File: src/hdl/tcs_pkg.sv
package tcs_pkg;
	localparam int TCS_AW = 12;
	// Register byte addresses
	localparam logic [11:0] TCS_A_SELECT = 12'h000;
	localparam logic [11:0] TCS_A_STATUS = 12'h004;
	localparam logic [11:0] TCS_A_MASK = 12'h008;
	localparam logic [11:0] TCS_A_LINE = 12'h00c;
	// Select register fields
	localparam int TCS_B_VIOL = 7;
	localparam int TCS_B_T1 = 6;
	localparam int TCS_B_SYNC = 5;
	localparam int TCS_B_PROT = 4;
	localparam logic [7:0] TCS_SEL_RST = 8'h11;
	localparam logic [7:0] TCS_SEL_WMASK = 8'hf3;
	// Status bits
	localparam int TCS_S_LOSS = 5;
	localparam int TCS_S_REGAIN = 0;
	localparam int TCS_S_VIOL = 1;
	localparam logic [7:0] TCS_STAT_USED = 8'h23;
	// Source codes
	localparam logic [1:0] TCS_SRC_LOOP0 = 2'h0;
	localparam logic [1:0] TCS_SRC_PLL = 2'h1;
	localparam logic [1:0] TCS_SRC_EXT = 2'h2;
	localparam logic [1:0] TCS_SRC_LOOP3 = 2'h3;
	// 8 kHz frame: 12500 cycles of 100 MHz
	localparam int TCS_CLK_MHZ = 100;
	localparam int TCS_FRAME_US = 125;
	localparam int TCS_FRAME_CYC = TCS_FRAME_US * TCS_CLK_MHZ;
	localparam int TCS_FW = 14;

	typedef struct packed {
		logic viol;
		logic t1;
		logic sync;
		logic prot;
		logic [1:0] rsvd;
		logic [1:0] src;
	} tcs_sel_t;

	typedef struct packed {
		logic rec_clk;
		logic pll_clk;
		logic ext_clk;
	} tcs_clks_t;

	typedef enum logic [1:0] {
		TCS_ST_REC = 2'b00,
		TCS_ST_LOST = 2'b01,
		TCS_ST_PLL = 2'b11,
		TCS_ST_EXT = 2'b10
	} tcs_state_t;
endpackage

File: src/hdl/tcs_sync3.sv
`timescale 1ns/100ps
module tcs_sync3 (
	// Clock and reset
	input wire logic core_clk,
	input wire logic arst_n,
	// Asynchronous level in, filtered level out
	input wire logic din,
	output logic dout
);
	logic [2:0] s_q;

	always_ff @(posedge core_clk or negedge arst_n) begin
		if (!arst_n) begin
			s_q <= 3'h0;
		end else begin
			s_q <= {s_q[1:0], din};
		end
	end

	// Change counted once stages two and three agree
	always_ff @(posedge core_clk or negedge arst_n) begin
		if (!arst_n) begin
			dout <= 1'b0;
		end else if (s_q[1] == s_q[2]) begin
			dout <= s_q[2];
		end
	end
endmodule

File: src/hdl/tcs_top.sv
// Implementation choices: the APB register port and the register addresses.
`timescale 1ns/100ps
module tcs_top (
	// Clock and reset
	input wire logic core_clk,
	input wire logic arst_n,
	// APB slave
	input wire logic psel,
	input wire logic penable,
	input wire logic pwrite,
	input wire logic [tcs_pkg::TCS_AW-1:0] paddr,
	input wire logic [31:0] pwdata,
	output logic [31:0] prdata,
	output logic pready,
	output logic pslverr,
	// Clock sources and line status
	input wire tcs_pkg::tcs_clks_t clk_in,
	input wire logic recovery_lost,
	input wire logic base_rate,
	// Transmit framer control
	output logic tx_clk_sel_pll,
	output logic tx_clk_sel_ext,
	output logic tx_clk,
	output logic tx_frame_align,
	output logic violation_insert,
	output logic t1_mode,
	// Transmit timing pins, enable low while driving
	output logic tx_serial_clock_oe_n,
	output logic tx_frame_sync_oe_n,
	output logic tx_multiframe_sync_oe_n,
	// Interrupt
	output logic irq
);
	import tcs_pkg::*;

	tcs_sel_t sel_q;
	logic [7:0] stat_q;
	logic [7:0] mask_q;
	tcs_state_t st_q, st_d;
	logic [TCS_FW-1:0] frm_q;
	logic lost_s, rec_s, pll_s, ext_s;
	logic wr, rd, hit;
	logic viol_req, loss_ev, regain_ev, align_pulse, loop_sel;
	tcs_sel_t wsel;

	// Pin inputs except base_rate through three-stage filters
	tcs_sync3 u_lost (.core_clk(core_clk), .arst_n(arst_n),
		.din(recovery_lost), .dout(lost_s));
	tcs_sync3 u_rec (.core_clk(core_clk), .arst_n(arst_n),
		.din(clk_in.rec_clk), .dout(rec_s));
	tcs_sync3 u_pll (.core_clk(core_clk), .arst_n(arst_n),
		.din(clk_in.pll_clk), .dout(pll_s));
	tcs_sync3 u_ext (.core_clk(core_clk), .arst_n(arst_n),
		.din(clk_in.ext_clk), .dout(ext_s));

	assign wr = psel && penable && pwrite;
	assign rd = psel && !pwrite;
	assign wsel = tcs_sel_t'(pwdata[7:0]);
	assign hit = (paddr == TCS_A_SELECT) || (paddr == TCS_A_STATUS) ||
		(paddr == TCS_A_MASK) || (paddr == TCS_A_LINE);
	assign loop_sel = (sel_q.src == TCS_SRC_LOOP0) ||
		(sel_q.src == TCS_SRC_LOOP3);

	// Rising edge of the insert bit requests one violation
	assign viol_req = wr && (paddr == TCS_A_SELECT) && wsel.viol &&
		!sel_q.viol;

	// Select register; reserved bits are held at zero
	always_ff @(posedge core_clk or negedge arst_n) begin
		if (!arst_n) begin
			sel_q <= tcs_sel_t'(TCS_SEL_RST);
		end else if (wr && paddr == TCS_A_SELECT) begin
			sel_q <= tcs_sel_t'(pwdata[7:0] & TCS_SEL_WMASK);
		end
	end

	// Timing source state
	always_comb begin
		st_d = st_q;
		case (st_q)
			TCS_ST_REC: begin
				if (!loop_sel) begin
					st_d = (sel_q.src == TCS_SRC_PLL) ? TCS_ST_PLL : TCS_ST_EXT;
				end else if (lost_s && sel_q.prot) begin
					st_d = TCS_ST_LOST;
				end
			end
			TCS_ST_LOST: begin
				if (!loop_sel) begin
					st_d = (sel_q.src == TCS_SRC_PLL) ? TCS_ST_PLL : TCS_ST_EXT;
				end else if (!lost_s || !sel_q.prot) begin
					st_d = TCS_ST_REC;
				end
			end
			TCS_ST_PLL: begin
				if (loop_sel) begin
					st_d = TCS_ST_REC;
				end else if (sel_q.src == TCS_SRC_EXT) begin
					st_d = TCS_ST_EXT;
				end
			end
			TCS_ST_EXT: begin
				if (loop_sel) begin
					st_d = TCS_ST_REC;
				end else if (sel_q.src == TCS_SRC_PLL) begin
					st_d = TCS_ST_PLL;
				end
			end
			default: st_d = TCS_ST_REC;
		endcase
	end

	always_ff @(posedge core_clk or negedge arst_n) begin
		if (!arst_n) begin
			st_q <= TCS_ST_PLL;
		end else begin
			st_q <= st_d;
		end
	end

	assign loss_ev = (st_q == TCS_ST_REC) && (st_d == TCS_ST_LOST);
	assign regain_ev = (st_q == TCS_ST_LOST) && (st_d == TCS_ST_REC);

	// Clock selection outputs
	always_ff @(posedge core_clk or negedge arst_n) begin
		if (!arst_n) begin
			tx_clk_sel_pll <= 1'b1;
			tx_clk_sel_ext <= 1'b0;
			tx_clk <= 1'b0;
		end else begin
			tx_clk_sel_pll <= (st_d == TCS_ST_PLL) || (st_d == TCS_ST_LOST);
			tx_clk_sel_ext <= (st_d == TCS_ST_EXT);
			case (st_d)
				TCS_ST_REC: tx_clk <= rec_s;
				TCS_ST_EXT: tx_clk <= ext_s;
				default: tx_clk <= pll_s;
			endcase
		end
	end

	// Free-running 8 kHz frame counter counting core_clk cycles
	always_ff @(posedge core_clk or negedge arst_n) begin
		if (!arst_n) begin
			frm_q <= '0;
		end else if (frm_q == TCS_FW'(TCS_FRAME_CYC - 1)) begin
			frm_q <= '0;
		end else begin
			frm_q <= frm_q + 1'b1;
		end
	end

	assign align_pulse = (frm_q == TCS_FW'(TCS_FRAME_CYC - 1));

	// Frame alignment strobe only with sync on and PLL selected
	always_ff @(posedge core_clk or negedge arst_n) begin
		if (!arst_n) begin
			tx_frame_align <= 1'b0;
		end else begin
			tx_frame_align <= align_pulse && sel_q.sync &&
				(st_d == TCS_ST_PLL);
		end
	end

	// One-cycle violation pulse and mode output
	always_ff @(posedge core_clk or negedge arst_n) begin
		if (!arst_n) begin
			violation_insert <= 1'b0;
			t1_mode <= 1'b0;
		end else begin
			violation_insert <= viol_req;
			t1_mode <= sel_q.t1;
		end
	end

	// Timing pin directions at base rate
	always_ff @(posedge core_clk or negedge arst_n) begin
		if (!arst_n) begin
			tx_serial_clock_oe_n <= 1'b1;
			tx_frame_sync_oe_n <= 1'b1;
			tx_multiframe_sync_oe_n <= 1'b1;
		end else begin
			tx_serial_clock_oe_n <= !(base_rate && loop_sel);
			tx_frame_sync_oe_n <= !(base_rate && loop_sel);
			tx_multiframe_sync_oe_n <= !(base_rate && loop_sel);
		end
	end

	// Sticky status, write one to clear, set wins
	always_ff @(posedge core_clk or negedge arst_n) begin
		if (!arst_n) begin
			stat_q <= 8'h00;
		end else begin
			logic [7:0] set_v;
			logic [7:0] clr_v;
			set_v = 8'h00;
			set_v[TCS_S_LOSS] = loss_ev;
			set_v[TCS_S_REGAIN] = regain_ev;
			set_v[TCS_S_VIOL] = viol_req;
			clr_v = (wr && paddr == TCS_A_STATUS) ? pwdata[7:0] : 8'h00;
			stat_q <= ((stat_q & ~clr_v) | set_v) & TCS_STAT_USED;
		end
	end

	always_ff @(posedge core_clk or negedge arst_n) begin
		if (!arst_n) begin
			mask_q <= 8'h00;
		end else if (wr && paddr == TCS_A_MASK) begin
			mask_q <= pwdata[7:0] & TCS_STAT_USED;
		end
	end

	always_ff @(posedge core_clk or negedge arst_n) begin
		if (!arst_n) begin
			irq <= 1'b0;
		end else begin
			irq <= |(stat_q & mask_q);
		end
	end

	// APB answer: ready in the access phase, read data from setup
	always_ff @(posedge core_clk or negedge arst_n) begin
		if (!arst_n) begin
			pready <= 1'b0;
			pslverr <= 1'b0;
		end else begin
			pready <= psel && !penable;
			pslverr <= psel && !penable && !hit;
		end
	end

	always_ff @(posedge core_clk or negedge arst_n) begin
		if (!arst_n) begin
			prdata <= 32'h0;
		end else if (rd && !penable) begin
			case (paddr)
				TCS_A_SELECT: prdata <= {24'h0, sel_q};
				TCS_A_STATUS: prdata <= {24'h0, stat_q};
				TCS_A_MASK: prdata <= {24'h0, mask_q};
				TCS_A_LINE: prdata <= {28'h0, base_rate, lost_s,
					st_q};
				default: prdata <= 32'h0;
			endcase
		end
	end
endmodule

File: config.mk
export PLATFORM = sky130hd
export DESIGN_NAME = tcs_top
export DESIGN_NICKNAME = d
export VERILOG_FILES = /design/src/hdl/tcs_pkg.sv /design/src/hdl/tcs_sync3.sv /design/src/hdl/tcs_top.sv
export SDC_FILE = /design/constraint.sdc
export NUM_CORES = 1
export LEC_CHECK = 0
export ABC_AREA = 0
export BUFFER_PORTS_ARGS = -buffer_cell sky130_fd_sc_hd__buf_2
export CAP_MARGIN = 25
export CORE_MARGIN = 2
export CORE_UTILIZATION = 49
export CTS_CLUSTER_DIAMETER = 60
export CTS_CLUSTER_SIZE = 20
export DETAILED_ROUTE_END_ITERATION = 12
export GPL_TIMING_DRIVEN = 0
export PLACE_DENSITY_LB_ADDON = 0.25
export SETUP_SLACK_MARGIN = 0.02
export SYNTH_ARGS = -nofsm -noshare
export SYNTH_HDL_FRONTEND = slang
export SYNTH_SLANG_ARGS = --single-unit
File: constraint.sdc
create_clock -name core_clk -period 2.05 [get_ports core_clk]
set_input_delay 0.205 -clock core_clk [delete_from_list [all_inputs] [get_ports core_clk]]
set_output_delay 0.205 -clock core_clk [all_outputs]
set_load 0.005 [all_outputs]
==> flow_summary.toml, run 1 <==
[power]
power_frac_seq_pct = 53.2
p_switching_uw = 582.6
power_mw = 2.336
power_density_mw_per_mm2 = 692.9
p_leak_nw = 1.688
clkPwrFrac_pct = 40.2
power_frac_comb_pct = 6.6
p_int_mw = 1.753
p_sw_share_pct = 24.94
irDropWorstVdd_v = 0.0005667

[timing]
max_freq_ghz = 0.5577
drv_slew = 0
fin_crit_sh_pct = 87.47
rsz0062_at_grt = "no"
final.setup_skew_ns = 0.005098
relSlewSlack_pct = 66.33
finalSetupViolations = 0
hold_viol = 0
worstMarginPinSlew_ns = 0.5013
hold_ws_ns = 0.01546
fin_crit_ns = 1.793

[detailed_routing]
post_drt_wl_per_cell_um = 12.04
finalWirelength_um = 4709
antenna_left = 0
vias = 1809
drc_errors = 0
via_per_inst = 4.627
drtPass1Iterations = 4
drt_first_iter_violations = 96

[floorplan]
pin_count = 98
fp.dieW_um = 78.30
die-area_sq_mm = 0.006131
die_h_um = 78.30
num_rows = 27
coreArea_sq_mm = 0.005405
start_util_pct = 50.05

[placement]
placed_cell_area_sq_mm = 0.003132
io_buffers = 46
gp_congestion = 0.7622
dpl.hpwl_um = 3398

[yosys]
yosys.cell_types.count = 47
synth.area.mux_share_pct = 6.522
synth_compound_area_share_pct = 4.625
yosys_warnings = 0
synthAdderAreaFrac_pct = 2.868
ys_seq_area_share_pct = 56.66
syn_area_sq_mm = 0.002705
synthSimpleGateAreaFrac_pct = 16.65
synthArstFlopShare_pct = 100.0
yosys.area.top_type = "dfrtp_1"
synth_area_per_cell_sq_um = 11.97
synth_top_family_by_area = "simple AND/OR/NAND/NOR gates"
synthCells = 226
synth_flop_cell = "dfrtp_1"
synth_top_area_share_pct = 51.80
synth-edff-count = 0
ys_ff_latch = 61
synth_area_leaders = "dfrtp_1 (52%), buf_4 (7.2%), dfstp_2 (4.9%), mux2_2 (3.7%), nand3_1 (2.8%)"
synth_xor_area_share_pct = 3.238

[finish]
final_area_sq_mm = 0.003371
fill_cells = 469
utilization_pct = 62.36
syn2layout_area_growth_pct = 24.61
post_route_cells_drive_above_1_share_pct = 36.36
num_antenna_cells = 0
nets = 371

[global_route]
grt_max_degree = 41
grt_pass1_vias = 1738
gr-usage-all-layers_pct = 17.18
antenna_found_initial = 0
grt_pass1_wl_um = 8045
overflow = 0

[setup_path]
cp-end-kind = "flip-flop"
r2r_start = "frm_q[10]"
cp_max_fo = 6
r2r_setup_slack_ns = 0.26
crit_required_ns = 2.27
arrival_ns = 2.01
critPathKind = "flip-flop to flip-flop"
critPathLaunchType = "flip-flop"
r2r_cells = 4
r2r-end = "frm_q[7]"

[worst_hold_path]
holdPathStages = 2
hold_path_class = "input pin to flip-flop"
min_from = "base_rate"
hold_end = "tx_multiframe_sync_oe_n"

[job]
cap_violations = 0

[clocking]
cts_buffers = 9
insertion_delay_ns = 0.33
cts.sinks = 61
clk_root_buffer_cell = "clkbuf_8"
clk_pin_slew_worst_paths_ns = 0.07
cts_max_path_buffers = 2
cts-htree-levels = 3
cts_tree = "yes"

[status]
status = "finished, final reports clean"
-- timing repair --
action                     in CTS  in global routing
setup endpoints to repair       0                  3
setup buffers                   0                  2
gates resized for setup         0                  0
hold endpoints to repair       23                  0
hold buffers                    5                  0
-- sequential cells by signal, indices dropped and copies added (netlist names), 3 cells and up --
name	count
u_pll.s_q	3
sel_q	6
frm_q	14
stat_q	3
prdata	8
mask_q	3
u_ext.s_q	3
u_rec.s_q	3
u_lost.s_q	3
-- cell families after synthesis --
family                   after synthesis
AO/OA/AOI/OAI                         17
XOR/XNOR                              10
adder cells (fa/ha/maj)                7
buffers and inverters                 39
flip-flops                            61
multiplexers                          14
other                                  1
AND/OR/NAND/NOR                       77
-- cell usage after synthesis (all sizes together), types with 2 or more instances --
| library cell | n |
|---|---|
| or4 | 3 |
| nor2 | 15 |
| nand2b | 2 |
| o21ai | 6 |
| and4 | 3 |
| maj3 | 4 |
| dfstp | 5 |
| clkbuf | 2 |
| dfrtp | 56 |
| inv | 9 |
| ha | 3 |
| xnor2 | 5 |
| nor4 | 3 |
| nand2 | 18 |
| buf | 28 |
| nor2b | 2 |
| mux2 | 9 |
| xor2 | 5 |
| and3 | 4 |
| mux2i | 3 |
| nand4 | 6 |
| mux4 | 2 |
| nand3 | 16 |
-- metal layers --
| metal | routed length, um | part of all wire (%) | vias to the layer above | track usage (%) |
|---|---|---|---|---|
| met2 | 2260 | 48 | 53 | 28.02 |
| met4 | 57 | 1.2 | 0 | 7.895 |
| li1 | - | - | 912 | - |
| met5 | 0 | 0 | - | 0 |
| met3 | 289 | 6.1 | 5 | 4.598 |
| met1 | 2102 | 45 | 839 | 21.42 |
-- power by group through the flow --
stage / combinational, mW / clock (mW) / sequential [mW]
3_3_place_gp: 0.141 / 0 / 1.26
3_5_place_dp: 0.149 / 0 / 1.27
5_1_grt: 0.174 / 1.02 / 1.25
2_1_floorplan: 0.0775 / 0 / 1.26
6_report: 0.154 / 0.940 / 1.24
4_1_cts: 0.155 / 0.973 / 1.24
-- area by class of cell --
cell class | count | area, sq um | share of cell area [%]
Clock inverter | 7 | 50.05 | 1.485
Tap cell | 72 | 90.09 | 2.673
Buffer | 30 | 217.7 | 6.459
Multi-Input combinational cell | 149 | 1007 | 29.88
Timing Repair Buffer | 54 | 315.3 | 9.354
Clock buffer | 9 | 123.9 | 3.675
Sequential cell | 61 | 1533 | 45.47
Inverter | 9 | 33.78 | 1.002
-- worst max-delay path, stage by stage (launching register included) --
cell,delay (ns)
dfrtp_1,0.43
or4_1,0.59
nor4_4,0.37
nor2_1,0.09
o22a_1,0.20
-- layout by cell type (no fill, tap or decap), drive strengths merged, types with 4 or more instances in the layout --
cell / netlist / final
and3: 4 / 4
buf: 28 / 77
clkbuf: 2 / 11
clkinv: 0 / 5
conb: 1 / 24
dfrtp: 56 / 56
dfstp: 5 / 5
dlygate4sd3: 0 / 5
inv: 9 / 11
maj3: 4 / 4
mux2: 9 / 9
nand2: 18 / 18
nand3: 16 / 16
nand4: 6 / 6
nor2: 15 / 15
o21ai: 6 / 6
xnor2: 5 / 5
xor2: 5 / 5
-- stage by stage --
step           std cells  TNS (ns)  setup WS (ns)
2_1_floorplan        249         0         0.2400
3_3_place_gp         367  -0.03548       -0.01321
6_report             391         0         0.2568
3_5_place_dp         368  -0.04593       -0.02375
5_1_grt              391         0         0.1363
4_1_cts              389         0        0.09606
-- how the worst max path moves through the flow --
stage	from	endpoint	slack, ns	depth (start not counted)
floorplan	paddr[5]	mask_q[0]	0.24	4
global placement	paddr[5]	mask_q[1]	-0.01	5
detailed placement	paddr[5]	mask_q[1]	-0.02	5
CTS	frm_q[11]	frm_q[7]	0.1	4
global route	frm_q[10]	frm_q[7]	0.14	4
finish	frm_q[10]	frm_q[7]	0.26	4
Power figures use the tool's default switching activity.
==> run 2: changes to the inputs <==
--- a/config.mk
+++ b/config.mk
@@ -18,4 +18,5 @@
 export SETUP_SLACK_MARGIN = 0.02
 export SYNTH_ARGS = -nofsm -noshare
 export SYNTH_HDL_FRONTEND = slang
+export SYNTH_HIERARCHICAL = 1
 export SYNTH_SLANG_ARGS = --single-unit
==> constraint.sdc (replaced) <==
create_clock -name core_clk -period 1.65 [get_ports core_clk]
set_input_delay 0.165 -clock core_clk [delete_from_list [all_inputs] [get_ports core_clk]]
set_output_delay 0.165 -clock core_clk [all_outputs]
set_load 0.005 [all_outputs]
==> run 2 against run 1 <==
Against the previous run: the run now ends with setup timing left; clock power up 35%; count of clock-buffer cells in the layout increased by 1; register-to-register slack lost 0.30 ns; final area up 4.2%; via count up 6.5%; critical endpoint unchanged.
==> flow_summary.toml, run 2 <==
[setup_path]
crit_family = "simple AND/OR/NAND/NOR gates"
r2r_start = "frm_q[10]"
worst_path_max_delay_cell = "or4_4"
cp_max_fo = 3
cp-startpoint = "frm_q[10]"
critPathKind = "flip-flop to flip-flop"
max_stage_delay_ns = 0.55
crit_required_ns = 1.87
cp-end-kind = "flip-flop"
worstPathCellList = "or4_4, nor4_4, buf_4, nor2_1, o22a_1"
critPathLaunchType = "flip-flop"
path_buf_inv = 1
crit_cells = 5
r2r_cells = 5
arrival_ns = 1.92
r2r_setup_slack_ns = -0.05

[detailed_routing]
dr_wl_met3_um = 383
drt_first_iter_violations = 103
vias = 1927
antenna_left = 0
met1_length_um = 2258
drc_errors = 0
wl_met2_um = 2688
finalWirelength_um = 5411
via_per_inst = 4.830
post_drt_wl_per_cell_um = 13.56
highest_layer = "met4"
drtPass1Iterations = 4

[clocking]
clk_root_buffer_cell = "clkbuf_8"
cts_max_path_buffers = 2
cts_buffers = 9
cts-htree-levels = 3
cts.sinks = 61
clk_pin_slew_worst_paths_ns = 0.07
insertion_delay_ns = 0.33
cts_tree = "yes"

[worst_hold_path]
hold_path_class = "input pin to flip-flop"
min_from = "penable"
holdPathStages = 2

[power]
power_density_mw_per_mm2 = 858.6
irDropWorstVdd_v = 0.0005276
p_leak_nw = 1.667
power_mw = 3.015

[timing]
max_freq_ghz = 0.5890
drv_slew = 0
finalSetupViolations = 3
relSlewSlack_pct = 63.96
hold_viol = 0
rsz0062_at_grt = "yes"
final.setup_skew_ns = 0.005900
worstMarginPinSlew_ns = 0.5407
fin_crit_sh_pct = 102.9
fin_crit_ns = 1.698
layout_setup_ws_ns = -0.04776

[yosys]
synthCells = 226
yosys.area.top_type = "dfrtp_1"
ys_ff_latch = 61
synthArstFlopShare_pct = 100.0
synth_area_per_cell_sq_um = 11.91
synth_flop_cell = "dfrtp_1"
synth_area_leaders = "dfrtp_1 (52%), buf_4 (7.3%), dfstp_2 (4.9%), mux2_2 (3.3%), nand2_1 (2.6%)"
synth_common_cells = "dfrtp_1 (56), buf_4 (26), nand2_1 (19)"
yosys.cell_types.count = 41
ys_seq_area_share_pct = 56.95
synth_top_area_share_pct = 52.07
synth-edff-count = 0
syn_area_sq_mm = 0.002691
yosys_warnings = 6
synth_most_common_cell = "dfrtp_1"

[status]
status = "complete, but fails checks"
violations = "setup timing"

[job]
cap_violations = 0

[floorplan]
die_h_um = 78.11
start_util_pct = 51.71
num_rows = 26
pin_count = 98
fp.dieW_um = 78.11
die-area_sq_mm = 0.006101
coreArea_sq_mm = 0.005205

[finish]
reg.largest.list = "frm_q: 14 flops, prdata: 8 flops, sel_q: 6 flops"
largest_reg_flops = 14
regMostFlops = "frm_q"
utilization_pct = 67.45
post_route_cells_drive_above_1_share_pct = 41.03
nets = 381
num_antenna_cells = 0
fill_cells = 420
syn2layout_area_growth_pct = 30.45
layout_common_cells = "dfrtp_1 (54), buf_2 (48), buf_4 (36), conb_1 (24), nand2_1 (19)"
final_common_cell = "dfrtp_1"
fin_cells = 399

[placement]
placed_cells_incl_taps = 367
io_buffers = 47
gp_congestion = 0.8399
dpl.hpwl_um = 3621

[global_route]
grt_max_degree = 40
grt_pass1_vias = 1901
gr-usage-all-layers_pct = 18.66
antenna_found_initial = 0
grt_pass1_wl_um = 8700
overflow = 0
==> run 2: cell types whose count changed in the layout (fill, tap and decap cells not counted), moves of 3 or more <==
| cell | delta |
|---|---|
| buf_4 | +8 |
| clkinvlp_4 | +4 |
| maj3_1 | -4 |
| maj3_2 | +4 |
| nand3_1 | -6 |
| nor2_1 | -3 |
| o21ai_0 | +3 |
| o31ai_1 | +4 |
==> run 2: routing by layer <==
layer / track usage, % / up-vias
li1: - / 927
met1: 22.53 / 901
met2: 31.21 / 87
met3: 6.092 / 12
met4: 7.018 / 0
met5: 0 / -
==> run 2: final timing paths <==
kind	endpoint
max in group asynchronous	sel_q[4]
min	pready
min reg2reg	u_rec/s_q[1]
max	frm_q[7]
max reg2reg	frm_q[7]
min in group asynchronous	frm_q[12]
==> run 2: report_power, final <==
| part | leakage (nW) | switching, mW | internal, mW |
|---|---|---|---|
| sequential | 0.754 | 0.0182 | 1.53 |
| combinational | 0.828 | 0.0985 | 0.103 |
| clock | 0.0845 | 0.575 | 0.694 |
| total | 1.67 | 0.692 | 2.32 |
==> run 2: kinds of logic after synthesis <==
kind of cell	count (synthesis)	synth area share, %
xor+xnor	10	3.254
mux	14	6.509
simple gates	74	16.18
flops	61	56.95
fa+ha+maj	7	3.068
compound gates	20	4.788
buf+inv	39	9.112
other cells	1	0.1393
==> run 2: area by class of cell <==
cell class / count / area [sq um] / area share, %
clock inverter: 6 / 65.06 / 1.853
tap: 70 / 87.58 / 2.495
buffer: 30 / 211.5 / 6.023
multi-input combinational: 149 / 1060 / 30.19
clock buffer: 10 / 127.6 / 3.635
inverter: 9 / 33.78 / 0.9622
sequential: 61 / 1535 / 43.73
timing repair buffer: 64 / 390.4 / 11.12
==> run 2: what timing repair did <==
action	4_1_cts	5_1_grt
pin swaps	2	6
endpoints found under the hold margin	27	0
setup buffers	5	5
endpoints found under the setup margin	10	16
hold buffers	6	0
gates resized for setup	3	8
==> run 2: stage by stage <==
step                setup TNS [ns]  area (sq um)  setup slack, ns  hold WS, ns
floorplan                        0          2781          0.01534      -0.1306
detailed placement          -2.877          3124          -0.2675       0.1767
finish                    -0.09933          3511         -0.04776      0.02445
global route               -0.3880          3511          -0.1045      0.02181
CTS                      -0.006136          3437        -0.006136      0.01346
global placement            -2.269          3104          -0.2231       0.2726
